**src/rhpm_params.svh**
```systemverilog
`ifndef RHPM_PARAMS_SVH
`define RHPM_PARAMS_SVH

// ==========================================
// Register location and layout
`define RHPM_REG_OFFSET 12'h04c
`define RHPM_MASK_HI 31
`define RHPM_MASK_LO 16
`define RHPM_FLAG_HI 15
`define RHPM_FLAG_LO 0
`define RHPM_RESERVED_PORT 0
`define RHPM_FIRST_PORT 1
`define RHPM_FIELD_RESET 16'h0000
`define RHPM_WORD_RESET 32'h0000_0000
`define RHPM_MAX_PORTS 15
`define RHPM_FIELD_W 16

`endif

```
**src/rhpm_pkg.sv**
```systemverilog
package rhpm_pkg;

  // ==========================================
  // Block state
  typedef struct packed {
    logic [15:0] powerSelMask;
    logic [15:0] nonremFlags;
    logic [15:0] portPower;
    logic [31:0] rdData;
  } rhpm_state_t;

endpackage : rhpm_pkg

```
**src/rhpm_root_hub_port_masks.sv**
```systemverilog
// Operation
// RULE1: Register decoded at offset 4Ch from base
// RULE2: Software programs both fields at initialization
// RULE3: Power select mask held in bits 31-16
// RULE4: Masked port follows only per-port commands
// RULE5: Unmasked port follows global set/clear
// RULE6: Ganged mode ignores mask, all ports global
// RULE7: Mask bit 0 reserved, bit n port n
// RULE8: Bits 15-0 flag non-removable devices
// RULE9: Flag bit 0 reserved, bit n port n
// RULE10: Global set powers only unmasked ports
// RULE11: Global clear unpowers only unmasked ports
// RULE12: Unimplemented port bits ignore writes, read zero
`timescale 1ns/1ps
`default_nettype none
`include "rhpm_params.svh"

module rhpm_root_hub_port_masks
  import rhpm_pkg::*;
#(
  parameter int NUM_PORTS = `RHPM_MAX_PORTS,
  parameter int ADDR_W = 12
) (
  input wire logic sys_clk,
  input wire logic rst_b,
  input wire logic [ADDR_W-1:0] regAddr,
  input wire logic regWrEn,
  input wire logic regRdEn,
  input wire logic [31:0] regWrData,
  output logic [31:0] regRdData,
  output logic regHit,
  input wire logic perPortSwitchingSelect,
  input wire logic setAllPowerCmd,
  input wire logic clearAllPowerCmd,
  input wire logic [15:0] setPortPowerCmd,
  input wire logic [15:0] clearPortPowerCmd,
  output logic [15:0] portPowerOn,
  output logic [15:0] portPowerSelectMask,
  output logic [15:0] nonremovableFlags
);

  // ==========================================
  // Helpers
  function automatic logic [15:0] implPorts(input int n);
    logic [15:0] m;
    m = `RHPM_FIELD_RESET;
    for (int i = `RHPM_FIRST_PORT; i < `RHPM_FIELD_W; i++) begin
      if (i <= n) begin
        m[i] = 1'b1;
      end
    end
    return m;
  endfunction : implPorts

  function automatic logic isRegAddr(input logic [ADDR_W-1:0] a);
    return a == ADDR_W'(`RHPM_REG_OFFSET);
  endfunction : isRegAddr

  function automatic logic [15:0] applyCmd(input logic [15:0] pwr, input logic [15:0] own,
    input logic [15:0] setBits, input logic [15:0] clrBits);
    logic [15:0] p;
    p = pwr | (setBits & own);
    p = p & ~(clrBits & own);
    return p;
  endfunction : applyCmd

  localparam logic [15:0] IMPL = implPorts(NUM_PORTS);

  // ==========================================
  // State
  rhpm_state_t stateQ;
  rhpm_state_t stateD;
  logic [15:0] globalOwned;
  logic [15:0] localOwned;

  // ==========================================
  // Decode and next state
  assign regHit = isRegAddr(regAddr); // see RULE1

  always_comb begin
    stateD = stateQ;
    // Ganged mode: every port takes global commands
    globalOwned = perPortSwitchingSelect ? (IMPL & ~stateQ.powerSelMask) : IMPL; // see RULE6
    localOwned =
      perPortSwitchingSelect ? (IMPL & stateQ.powerSelMask) : `RHPM_FIELD_RESET; // see RULE4
    if (regWrEn && regHit) begin // see RULE1
      stateD.powerSelMask =
        regWrData[`RHPM_MASK_HI:`RHPM_MASK_LO] & IMPL; // see RULE3, RULE7, RULE12
      stateD.nonremFlags =
        regWrData[`RHPM_FLAG_HI:`RHPM_FLAG_LO] & IMPL; // see RULE8, RULE9, RULE12
    end
    // Global commands first, then per-port; clear wins in each
    stateD.portPower = applyCmd(stateQ.portPower, globalOwned,
      {`RHPM_FIELD_W{setAllPowerCmd}},
      {`RHPM_FIELD_W{clearAllPowerCmd}}); // see RULE5, RULE10, RULE11
    stateD.portPower = applyCmd(stateD.portPower, localOwned,
      setPortPowerCmd, clearPortPowerCmd); // see RULE4
    if (regRdEn && regHit) begin
      stateD.rdData = {stateQ.powerSelMask, stateQ.nonremFlags};
    end else if (regRdEn) begin
      stateD.rdData = `RHPM_WORD_RESET;
    end
  end

  // ==========================================
  // State register
  always_ff @(posedge sys_clk or negedge rst_b) begin
    if (!rst_b) begin
      stateQ <= '0;
    end else begin
      stateQ <= stateD;
    end
  end

  // ==========================================
  // Outputs
  assign regRdData = stateQ.rdData;
  assign portPowerOn = stateQ.portPower;
  assign portPowerSelectMask = stateQ.powerSelMask;
  assign nonremovableFlags = stateQ.nonremFlags;

  // ==========================================
  // Checks
  decode_miss_a: assert property (@(posedge sys_clk) disable iff (!rst_b) // see RULE1
    (regWrEn && !isRegAddr(regAddr)) |=>
      (portPowerSelectMask == $past(portPowerSelectMask)
       && nonremovableFlags == $past(nonremovableFlags)))
    else $error("Write off the register offset changed it");

  mask_store_a: assert property (@(posedge sys_clk) disable iff (!rst_b) // see RULE3
    (regWrEn && regHit)
      |=> portPowerSelectMask == ($past(regWrData[`RHPM_MASK_HI:`RHPM_MASK_LO]) & IMPL))
    else $error("Power select mask not stored from upper half");

  flag_store_a: assert property (@(posedge sys_clk) disable iff (!rst_b) // see RULE8
    (regWrEn && regHit)
      |=> nonremovableFlags == ($past(regWrData[`RHPM_FLAG_HI:`RHPM_FLAG_LO]) & IMPL))
    else $error("Removability flags not stored from lower half");

  reserved_bits_a: assert property (@(posedge sys_clk) disable iff (!rst_b) // see RULE7, RULE9
    !portPowerSelectMask[`RHPM_RESERVED_PORT] && !nonremovableFlags[`RHPM_RESERVED_PORT])
    else $error("Reserved port bit is set");

  unimpl_zero_a: assert property (@(posedge sys_clk) disable iff (!rst_b) // see RULE12
    ((portPowerSelectMask | nonremovableFlags | portPowerOn) & ~IMPL) == 16'h0000)
    else $error("Unimplemented port bit is set");

  masked_hold_a: assert property (@(posedge sys_clk) disable iff (!rst_b) // see RULE4
    (perPortSwitchingSelect && (setAllPowerCmd || clearAllPowerCmd)
     && setPortPowerCmd == 16'h0000 && clearPortPowerCmd == 16'h0000)
      |=> (portPowerOn & $past(portPowerSelectMask))
          == ($past(portPowerOn) & $past(portPowerSelectMask)))
    else $error("Masked port followed a global command");

  global_set_a: assert property (@(posedge sys_clk) disable iff (!rst_b) // see RULE10
    (perPortSwitchingSelect && setAllPowerCmd && !clearAllPowerCmd)
      |=> (portPowerOn & ~$past(portPowerSelectMask) & IMPL)
          == (IMPL & ~$past(portPowerSelectMask)))
    else $error("Global set missed an unmasked port");

  global_clear_a: assert property (@(posedge sys_clk) disable iff (!rst_b) // see RULE11
    (perPortSwitchingSelect && clearAllPowerCmd)
      |=> (portPowerOn & ~$past(portPowerSelectMask)) == 16'h0000)
    else $error("Global clear missed an unmasked port");

  ganged_set_a: assert property (@(posedge sys_clk) disable iff (!rst_b) // see RULE6, RULE5
    (!perPortSwitchingSelect && setAllPowerCmd && !clearAllPowerCmd) |=> portPowerOn == IMPL)
    else $error("Ganged set did not power every port");

  read_back_a: assert property (@(posedge sys_clk) disable iff (!rst_b) // see RULE1
    (regRdEn && regHit) |=> regRdData == {$past(portPowerSelectMask), $past(nonremovableFlags)})
    else $error("Read data does not match register");

  read_miss_a: assert property (@(posedge sys_clk) disable iff (!rst_b) // see RULE1
    (regRdEn && !regHit) |=> regRdData == `RHPM_WORD_RESET)
    else $error("Read off the register offset returned data");

  read_stand_a: assert property (@(posedge sys_clk) disable iff (!rst_b) // see RULE1
    !regRdEn |=> regRdData == $past(regRdData))
    else $error("Read data changed without a read");

  read_old_a: assert property (@(posedge sys_clk) disable iff (!rst_b) // see RULE1
    (regRdEn && regWrEn && regHit) |=> regRdData == {$past(portPowerSelectMask), $past(nonremovableFlags)})
    else $error("Read during write did not return the old value");

  mask_hold_a: assert property (@(posedge sys_clk) disable iff (!rst_b) // see RULE3
    !(regWrEn && regHit) |=> portPowerSelectMask == $past(portPowerSelectMask))
    else $error("Power select mask changed without a write");

  flag_hold_a: assert property (@(posedge sys_clk) disable iff (!rst_b) // see RULE8
    !(regWrEn && regHit) |=> nonremovableFlags == $past(nonremovableFlags))
    else $error("Removability flags changed without a write");

  port_set_a: assert property (@(posedge sys_clk) disable iff (!rst_b) // see RULE4
    perPortSwitchingSelect
      |=> (portPowerOn & $past(portPowerSelectMask) & $past(setPortPowerCmd)
           & ~$past(clearPortPowerCmd))
          == ($past(portPowerSelectMask) & $past(setPortPowerCmd) & ~$past(clearPortPowerCmd)))
    else $error("Per-port set missed a masked port");

  port_clear_a: assert property (@(posedge sys_clk) disable iff (!rst_b) // see RULE4
    perPortSwitchingSelect
      |=> (portPowerOn & $past(portPowerSelectMask) & $past(clearPortPowerCmd))
          == `RHPM_FIELD_RESET)
    else $error("Per-port clear missed a masked port");

  unmasked_hold_a: assert property (@(posedge sys_clk) disable iff (!rst_b) // see RULE5
    (perPortSwitchingSelect && !setAllPowerCmd && !clearAllPowerCmd)
      |=> (portPowerOn & ~$past(portPowerSelectMask))
          == ($past(portPowerOn) & ~$past(portPowerSelectMask)))
    else $error("Unmasked port followed a per-port command");

  ganged_clear_a: assert property (@(posedge sys_clk) disable iff (!rst_b) // see RULE6
    (!perPortSwitchingSelect && clearAllPowerCmd) |=> portPowerOn == `RHPM_FIELD_RESET)
    else $error("Ganged clear left a port powered");

  ganged_hold_a: assert property (@(posedge sys_clk) disable iff (!rst_b) // see RULE6
    (!perPortSwitchingSelect && !setAllPowerCmd && !clearAllPowerCmd)
      |=> portPowerOn == $past(portPowerOn))
    else $error("Ganged port followed a per-port command");

  reserved_power_a: assert property (@(posedge sys_clk) disable iff (!rst_b) // see RULE7
    !portPowerOn[`RHPM_RESERVED_PORT])
    else $error("Reserved port is powered");

endmodule : rhpm_root_hub_port_masks
`default_nettype wire

```
**config.mk**
```make
export PLATFORM = sky130hd
export DESIGN_NAME = rhpm_root_hub_port_masks
export DESIGN_NICKNAME = d
export VERILOG_FILES = /design/src/rhpm_pkg.sv /design/src/rhpm_root_hub_port_masks.sv
export VERILOG_INCLUDE_DIRS = /design/src
export SDC_FILE = /design/constraint.sdc
export NUM_CORES = 1
export LEC_CHECK = 0
export ABC_CLOCK_PERIOD_IN_PS = 1750
export BUFFER_PORTS_ARGS = -buffer_cell sky130_fd_sc_hd__clkbuf_2
export CAP_MARGIN = 10
export CORE_UTILIZATION = 40
export CTS_BUF_LIST = sky130_fd_sc_hd__clkbuf_8
export CTS_CLUSTER_DIAMETER = 30
export DETAILED_ROUTE_END_ITERATION = 16
export MAX_ROUTING_LAYER = met4
export PLACE_DENSITY = 0.78
export REMOVE_ABC_BUFFERS = 1
export SETUP_SLACK_MARGIN = 0.1
export SYNTH_ARGS = -nofsm -noshare
export SYNTH_HDL_FRONTEND = slang
export SYNTH_SLANG_ARGS = --single-unit
```
**constraint.sdc**
```tcl
create_clock -name sys_clk -period 1.75 [get_ports sys_clk]
set_clock_uncertainty 0.15 [all_clocks]
set_input_delay 0.35 -clock sys_clk [delete_from_list [all_inputs] [get_ports sys_clk]]
set_output_delay 0.35 -clock sys_clk [all_outputs]
set_load 0.02 [all_outputs]
```
==> out/qor.yml, run 1 <==
outcome: "finished, final reports clean"
met2_usage_pct: 31.2
cts_setup_buffers: 0
yosys.area.top_type_share_pct: 54.7
combPwrFrac_pct: 8.0
num_vias: 2835
drv_cap: 0
yosys_warnings: 0
track_usage_pct: 18.7
min-delay-start: "regWrData[9]"
die_area_sq_um: 8950
synthXorXnorAreaFrac_pct: 0
p_clk_share_pct: 44.9
ir_worst_vdd_mv: 0.400
start_util_pct: 41.5
p_per_area_nw_per_um2: 820
grt_pass1_vias: 2660
ys_ff_latch: 75
slew_viol_final: 0
grt_pass1_wl_um: 12500
cts_tree: "done"
start_kind: "input pin"
drive_gt1_share_pct: 45.9
finalSetupViolations: 0
hp-class: "input pin to register"
num_antenna_cells: 0
synth-async-reset-ratio_pct: 100
dpl_cell_area_sq_um: 4310
fp-row-count: 33
clkTransAtPathRegs_ps: 80
busiest_layer: "met2"
seqPwrFrac_pct: 47.1
fin_nets: 536
finalNonFillerCells: 563
ios: 164
timing.rr.end: "portPowerOn[4]"
area_growth_pct: 34.0
overflow: 0
cp-end-kind: "output pin"
r2r_cells: 3
holdPathStages: 2
fp.coreArea_sq_um: 8260
grt_antenna_before_repair: 0
yosysSeqAreaShare_pct: 54.7
htreeDepth: 3
path_class: "input pin to output pin"
fin_crit_ps: 1640
p_int_mw: 2.96
p_leak_nw: 2.49
synth_fa_ha_area_share_pct: 0
die-width_um: 94.6
clockRootBuffer: "clkbuf_8"
yosysUniqueCellTypes: 17
post-route-period-util_pct: 94.0
power_switching_uw: 803
drc: 0
hold_slack_ps: 90.1
setup_tns_ps: 0
io_buffer_count: 154
drt-wirelength-per-cell_um: 13.9
yosys-top-cells-count: "75 x dfrtp_1, 45 x nand2_1, 31 x inv_1"
fin_area_sq_um: 4590
drt_iter0_drc: 73
cp.arrival_ps: 1140
via_per_inst: 5.04
syn_area_per_cell_sq_um: 11.4
muxShareOfSynthArea_pct: 13.1
synth-compound-area-share_pct: 12.0
p_sw_share_pct: 21.3
synth_edf_count: 0
gp_congestion: 0.724
clock-sinks: 75
reg2reg_from: "portPowerSelectMask[4]"
setup_ws_ps: 106
dp.final_hpwl_um: 5590
ant_nets: 0
ys_top_cells_by_area: "dfrtp_1 55%, mux2_4 13%, a211oi_1 6.6%, and3_1 5.5%, o22ai_1 5.5%"
dp_slack_ps: -44.6
clk_latency_ps: 330
fmax_mhz: 608
grt_start_max_net_pins: 76
yosys.area_share.simple_pct: 12.6
syn_inst: 302
firstDrtPassIters: 4
yosysTopAreaCell: "dfrtp_1"
clk_path_buf_depth: 2
dp.cells: 546
hold_path_end: "nonremovableFlags[9]"
syn-cell-area_sq_um: 3430
rrSetupSlack_ps: 540
ys.flop_type: "dfrtp_1"
rsz0062_at_grt: "true"
required_ps: 1250
die_y_um: 94.6
hold_viol: 0
synth_top_family_by_area: "multiplexers"
cts-buffers-inserted: 9
grt.met3_usage_pct: 4.67
grt.met1_usage_pct: 22.0
wl_um: 7850
yosysMostFrequentCell: "dfrtp_1"
critPathMaxFanout: 2
## layer usage
| layer | wire length [um] | up-vias |
|---|---|---|
| met5 | 0 | - |
| met4 | 89 | 0 |
| met3 | 540 | 11 |
| met2 | 3900 | 114 |
| met1 | 3320 | 1358 |
| li1 | - | 1352 |
## final cells by class
class	instances	area [sq um]
clock buffer	9	124
clock inverter	7	133
fill	742	3660
inverter	31	116
multi-input combinational	175	1320
sequential	75	1880
tap	105	131
timing repair buffer	161	895
## power by group through the flow
stage / registers (mW) / logic [mW] / clock network [mW]
6_report: 1.77 / 0.300 / 1.69
5_1_grt: 1.78 / 0.331 / 1.80
4_1_cts: 1.77 / 0.303 / 1.73
3_5_place_dp: 1.81 / 0.300 / 0
3_3_place_gp: 1.81 / 0.293 / 0
2_1_floorplan: 1.84 / 0.0517 / 0
## critical path, stage by stage
cell      delay, ps
clkbuf_2        100
nor4b_4         330
nand3_2         170
inv_2            90
buf_8           100
## cells by family after synthesis
logic type | count (synthesis)
compound gates | 60
buf+inv | 56
other cells | 1
simple gates | 80
mux | 30
flops | 75
## worst max-delay path by stage
stage	startpoint	end	slack (ps)	depth (start not counted)
3_3_place_gp	regAddr[7]	portPowerSelectMask[11]	-10	5
2_1_floorplan	regAddr[7]	nonremovableFlags[10]	-630	3
4_1_cts	regAddr[0]	regHit	60	5
5_1_grt	regAddr[11]	regHit	40	5
6_report	regAddr[7]	regHit	110	5
3_5_place_dp	regAddr[7]	portPowerSelectMask[6]	-40	5
## cell usage in the layout, fill, tap and decap left out, drive strengths merged
master	n
a211oi	30
and3	30
and4bb	1
buf	9
bufinv	4
clkbuf	160
clkinv	1
conb	5
dfrtp	75
dlygate4sd3	1
inv	33
mux2	30
nand2	45
nand3	1
nand4	1
nor4	1
nor4b	1
o22ai	30
## timing repair
item,in CTS,in global routing
endpoints found under the setup margin,1,1
resized for setup,4,2
hold buffers,1,0
hold endpoints to repair,75,0
pin swaps,2,2
## registers in the layout, indices dropped and copies added, names as in the netlist
| signal | cells |
|---|---|
| regRdData | 30 |
| nonremovableFlags | 15 |
| portPowerOn | 15 |
| portPowerSelectMask | 15 |
## stage by stage
stage               utilization, %  total power [mW]
floorplan                        -              1.89
detailed placement            52.2              2.11
CTS                           55.5              3.81
global placement              52.2              2.10
finish                        55.6              3.77
global route                  55.6              3.91
(Power assumes the default switching activity.)
==> run 2, diff against run 1 <==
--- a/config.mk
+++ b/config.mk
@@ -9,12 +9,12 @@
 export ABC_CLOCK_PERIOD_IN_PS = 1750
 export BUFFER_PORTS_ARGS = -buffer_cell sky130_fd_sc_hd__clkbuf_2
 export CAP_MARGIN = 10
-export CORE_UTILIZATION = 40
+export CORE_UTILIZATION = 45
 export CTS_BUF_LIST = sky130_fd_sc_hd__clkbuf_8
 export CTS_CLUSTER_DIAMETER = 30
 export DETAILED_ROUTE_END_ITERATION = 16
 export MAX_ROUTING_LAYER = met4
-export PLACE_DENSITY = 0.78
+export PLACE_DENSITY = 0.85
 export REMOVE_ABC_BUFFERS = 1
 export SETUP_SLACK_MARGIN = 0.1
 export SYNTH_ARGS = -nofsm -noshare
==> out/qor.yml, run 2 (synthesis results as in run 1) <==
outcome: "finished, final reports clean"  # unchanged
startpoint: "regAddr[7]"  # unchanged
critPathMaxFanout: 2  # unchanged
p_clk_share_pct: 35.8  # was 44.9%
fin_total_pwr_mw: 3.24  # was 3.77 mW
fin_nets: 537  # was 536
ios: 164  # unchanged
reg2reg_from: "portPowerSelectMask[2]"  # was portPowerSelectMask[4]
track_usage_pct: 21.4  # was 18.7%
drc: 0  # unchanged
mostFrequentLayoutCells: "152 x clkbuf_2, 75 x dfrtp_1, 45 x nand2_1"  # was 151 x clkbuf_2, 75 x dfrtp_1, 45 x nand2_1
fp.coreArea_sq_um: 7290  # was 8260 sq um
p_sw_share_pct: 24.1  # was 21.3%
rrSetupSlack_ps: 510  # was 540 ps
grt_start_max_net_pins: 76  # unchanged
crit_slowest_cell: "nor4b_4"  # unchanged
clk_latency_ps: 330  # about the same
hold_viol: 0  # unchanged
grt_pass1_vias: 2686  # was 2660
wl_um: 8210  # was 7850 um
clock-sinks: 75  # unchanged
cts-buffers-inserted: 9  # unchanged
clkTransAtPathRegs_ps: 80  # about the same
start_util_pct: 47.0  # was 41.5%
path_class: "input pin to output pin"  # unchanged
slowest_delay_ps: 320  # was 330 ps
start_kind: "input pin"  # unchanged
hold_slack_ps: 96.1  # was 90.1 ps
cp-end-kind: "output pin"  # unchanged
cp.arrival_ps: 1110  # was 1140 ps
cp-endpoint: "regHit"  # unchanged
die_area_sq_um: 7970  # was 8950 sq um
fp-row-count: 31  # was 33
combPwrFrac_pct: 9.3  # was 8.0%
die_y_um: 89.3  # was 94.6 um
ant_nets: 0  # unchanged
clk_path_buf_depth: 2  # unchanged
via_per_inst: 5.11  # was 5.04
num_antenna_cells: 0  # unchanged
final_common_cell: "clkbuf_2"  # unchanged
hp-class: "input pin to register"  # unchanged
drt-wirelength-per-cell_um: 14.7  # was 13.9 um
grt_antenna_before_repair: 0  # unchanged
timing.rr.end: "portPowerOn[2]"  # was portPowerOn[4]
io_buffer_count: 154  # unchanged
area_growth_pct: 31.4  # was 34.0%
num_vias: 2853  # was 2835
gp_congestion: 0.798  # was 0.724
fin_crit_ps: 1610  # was 1640 ps
largest_reg_flops: 30  # unchanged
post-route-period-util_pct: 91.8  # was 94.0%
seqPwrFrac_pct: 54.9  # was 47.1%
p_per_area_nw_per_um2: 719  # was 820 nW/um^2
crit_path_cell_trace: "clkbuf_2, nor4b_4, nand3_2, inv_2, buf_8"  # unchanged
required_ps: 1250  # about the same
finalNonFillerCells: 558  # was 563
grt_pass1_wl_um: 12400  # was 12500 um
fmax_mhz: 622  # was 608 MHz
p_leak_nw: 2.46  # was 2.49 nW
setup_tns_ps: 0  # unchanged
drv_cap: 0  # unchanged
dp.final_hpwl_um: 5760  # was 5590 um
cts_tree: "done"  # unchanged
htreeDepth: 3  # unchanged
finalSetupViolations: 0  # unchanged
power_switching_uw: 780  # was 803 uW
drive_gt1_share_pct: 45.8  # was 45.9%
ir_worst_vdd_mv: 0.467  # was 0.400 mV
overflow: 0  # unchanged
drt_iter0_drc: 95  # was 73
r2r_cells: 3  # unchanged
slew_viol_final: 0  # unchanged
p_int_mw: 2.46  # was 2.96 mW
clockRootBuffer: "clkbuf_8"  # unchanged
die-width_um: 89.3  # was 94.6 um
firstDrtPassIters: 4  # unchanged
dp.cells: 540  # was 546
rsz0062_at_grt: "false"  # was true
run 2: worst max-delay path: cells and delay by family:
kind                   cells  cell delay (ps)
AND/OR/NAND/NOR            2              460
buffers and inverters      3              300
run 2: how the worst min path moves through the flow:
stage | slack, ps | cells after the start | from | endpoint
after global routing | 80 | 2 | regWrData[24] | portPowerSelectMask[8]
after detailed placement | 250 | 2 | rst_b | portPowerOn[4]
after global placement | 240 | 2 | rst_b | portPowerOn[12]
after CTS | 80 | 2 | regWrData[7] | nonremovableFlags[7]
after floorplan | -100 | 0 | rst_b | nonremovableFlags[10]
final | 100 | 2 | regWrData[26] | portPowerSelectMask[10]
run 2: stage by stage:
step | cell area, sq um | worst slack (ps) | util, %
final | 4500 | 143 | 61.8
after global routing | 4500 | 111 | 61.8
after CTS | 4500 | 104 | 61.8
after detailed placement | 4300 | -41.7 | 59.0
after global placement | 4300 | -11.4 | 59.0
after floorplan | 3310 | -633 | -
run 2: cell type report:
cell class / count / area (sq um)
fill: 649 / 2790
sequential: 75 / 1880
multi-input combinational: 175 / 1320
timing repair buffer: 162 / 896
clock buffer: 11 / 151
tap: 99 / 124
inverter: 31 / 116
clock inverter: 5 / 21.3
run 2: timing repair:
item,4_1_cts,5_1_grt
hold buffers,1,0
pin swaps,3,3
setup buffers,1,0
hold endpoints to repair,75,0
gates resized for setup,3,2
endpoints found under the setup margin,1,1
run 2: layer usage:
| layer | wire length, um | GRT usage (%) | up-vias |
|---|---|---|---|
| met5 | 0 | - | - |
| li1 | - | - | 1351 |
| met3 | 437 | 4.43 | 12 |
| met2 | 4250 | 37.0 | 119 |
| met4 | 97 | 8.08 | 0 |
| met1 | 3420 | 24.6 | 1371 |
run 2: power groups by stage:
stage / registers, mW / logic (mW) / clock network [mW]
floorplan: 1.84 / 0.0517 / 0
global placement: 1.81 / 0.292 / 0
detailed placement: 1.81 / 0.302 / 0
CTS: 1.78 / 0.305 / 1.20
global route: 1.78 / 0.332 / 1.27
finish: 1.78 / 0.302 / 1.16
==> run 3, diff against run 2 <==
--- a/config.mk
+++ b/config.mk
@@ -15,7 +15,6 @@
 export DETAILED_ROUTE_END_ITERATION = 16
 export MAX_ROUTING_LAYER = met4
 export PLACE_DENSITY = 0.85
-export REMOVE_ABC_BUFFERS = 1
 export SETUP_SLACK_MARGIN = 0.1
 export SYNTH_ARGS = -nofsm -noshare
 export SYNTH_HDL_FRONTEND = slang
==> out/qor.yml, run 3 (synthesis results as in run 1) <==
hold_viol: 0  # unchanged
htreeDepth: 3  # unchanged
rsz0062_at_grt: "true"  # was false
start_util_pct: 47.0  # unchanged
ios: 164  # unchanged
track_usage_pct: 22.1  # was 21.4%
drt_iter0_drc: 82  # was 95
slowest_delay_ps: 330  # was 320 ps
p_clk_share_pct: 39.2  # was 35.8%
fmax_mhz: 600  # was 622 MHz
fp-row-count: 31  # unchanged
drt-wirelength-per-cell_um: 15.2  # was 14.7 um
io_buffer_count: 154  # unchanged
combPwrFrac_pct: 8.9  # was 9.3%
num_vias: 2897  # was 2853
grt_antenna_before_repair: 0  # unchanged
clockRootBuffer: "clkbuf_8"  # unchanged
post-route-period-util_pct: 95.2  # was 91.8%
fp.coreArea_sq_um: 7290  # unchanged
gp_congestion: 0.792  # was 0.798
cp.arrival_ps: 1170  # was 1110 ps
fin_crit_ps: 1670  # was 1610 ps
cts-buffers-inserted: 9  # unchanged
wl_um: 8510  # was 8210 um
setup_ws_ps: 84.5  # was 143 ps
ir_worst_vdd_mv: 0.434  # was 0.467 mV
timing.rr.end: "portPowerOn[14]"  # was portPowerOn[2]
hold_path_end: "portPowerSelectMask[7]"  # was portPowerSelectMask[10]
firstDrtPassIters: 4  # unchanged
p_int_mw: 2.61  # was 2.46 mW
clock-sinks: 75  # unchanged
r2r_cells: 3  # unchanged
crit_slowest_cell: "nor4b_4"  # unchanged
dp.final_hpwl_um: 5990  # was 5760 um
reg2reg_from: "portPowerSelectMask[14]"  # was portPowerSelectMask[2]
die_y_um: 89.3  # unchanged
dpl_cell_area_sq_um: 4290  # was 4300 sq um
slew_viol_final: 0  # unchanged
fin_area_sq_um: 4560  # was 4500 sq um
clkTransAtPathRegs_ps: 80  # about the same
setup_tns_ps: 0  # unchanged
via_per_inst: 5.18  # was 5.11
startpoint: "regAddr[7]"  # unchanged
p_per_area_nw_per_um2: 751  # was 719 nW/um^2
start_kind: "input pin"  # unchanged
p_sw_share_pct: 23.7  # was 24.1%
fin_nets: 539  # was 537
power_switching_uw: 811  # was 780 uW
hp-class: "input pin to register"  # unchanged
cp-end-kind: "output pin"  # unchanged
largest_reg_flops: 30  # unchanged
rrSetupSlack_ps: 510  # about the same
grt_pass1_vias: 2722  # was 2686
crit_path_cell_trace: "buf_6, nor4b_4, nand3_2, inv_2, buf_8"  # was clkbuf_2, nor4b_4, nand3_2, inv_2, buf_8
drive_gt1_share_pct: 46.5  # was 45.8%
holdPathStages: 2  # unchanged
dp_slack_ps: -37.3  # was -41.7 ps
finalSetupViolations: 0  # unchanged
p_leak_nw: 2.47  # was 2.46 nW
die-width_um: 89.3  # unchanged
grt_start_max_net_pins: 76  # unchanged
mostFrequentLayoutCells: "150 x clkbuf_2, 75 x dfrtp_1, 45 x nand2_1"  # was 152 x clkbuf_2, 75 x dfrtp_1, 45 x nand2_1
overflow: 0  # unchanged
critPathMaxFanout: 3  # was 2
die_area_sq_um: 7970  # unchanged
area_growth_pct: 33.0  # was 31.4%
final_common_cell: "clkbuf_2"  # unchanged
clk_latency_ps: 340  # was 330 ps
seqPwrFrac_pct: 51.9  # was 54.9%
min-delay-start: "regWrData[23]"  # was regWrData[26]
path_class: "input pin to output pin"  # unchanged
drc: 0  # unchanged
grt_pass1_wl_um: 12700  # was 12400 um
dp.cells: 539  # was 540
cts_tree: "done"  # unchanged
outcome: "finished, final reports clean"  # unchanged
required_ps: 1250  # about the same
drv_cap: 0  # unchanged
num_antenna_cells: 0  # unchanged
ant_nets: 0  # unchanged
clk_path_buf_depth: 2  # unchanged
finalNonFillerCells: 559  # was 558
run 3: power by group through the flow:
| stage | Sequential (mW) | Clock, mW | Combinational [mW] |
|---|---|---|---|
| 2_1_floorplan | 1.84 | 0 | 0.0943 |
| 3_3_place_gp | 1.81 | 0 | 0.292 |
| 3_5_place_dp | 1.81 | 0 | 0.302 |
| 4_1_cts | 1.78 | 1.38 | 0.306 |
| 5_1_grt | 1.78 | 1.45 | 0.337 |
| 6_report | 1.78 | 1.34 | 0.306 |
run 3: worst max path at each step:
stage,endpoint,slack [ps]
2_1_floorplan,regHit,110
3_3_place_gp,regHit,-40
3_5_place_dp,regHit,-40
4_1_cts,regHit,70
5_1_grt,regHit,20
6_report,regHit,80
run 3: metal layers:
metal | track usage (%) | routed length, um | vias to the layer above
met4 | 8.51 | 97 | 0
li1 | - | - | 1360
met3 | 4.99 | 564 | 12
met5 | - | 0 | -
met2 | 36.8 | 4340 | 126
met1 | 26.2 | 3500 | 1399
run 3: timing repair:
item,in CTS,in global routing
hold endpoints to repair,75,0
setup buffers,2,2
setup endpoints to repair,1,1
hold buffers,1,0
pin swaps,3,3
resized for setup,3,5
run 3: critical path: cells and delay by family:
kind | cells | cell delay [ps]
buf+inv | 3 | 310
simple gates | 2 | 500
run 3: layout make-up:
cell class | instances | area [sq um]
fill | 604 | 2730
inverter | 31 | 116
clock buffer | 11 | 151
sequential | 75 | 1880
timing repair buffer | 164 | 923
tap | 99 | 124
multi-input combinational | 175 | 1320
clock inverter | 4 | 50.0
run 3: through the flow:
step	util [%]	power [mW]	hold slack, ps
after CTS	62.1	3.46	69.9
after global placement	58.9	2.10	241
after global routing	62.5	3.57	72.0
after detailed placement	58.9	2.11	248
final	62.5	3.42	85.7
after floorplan	-	1.94	-95.6
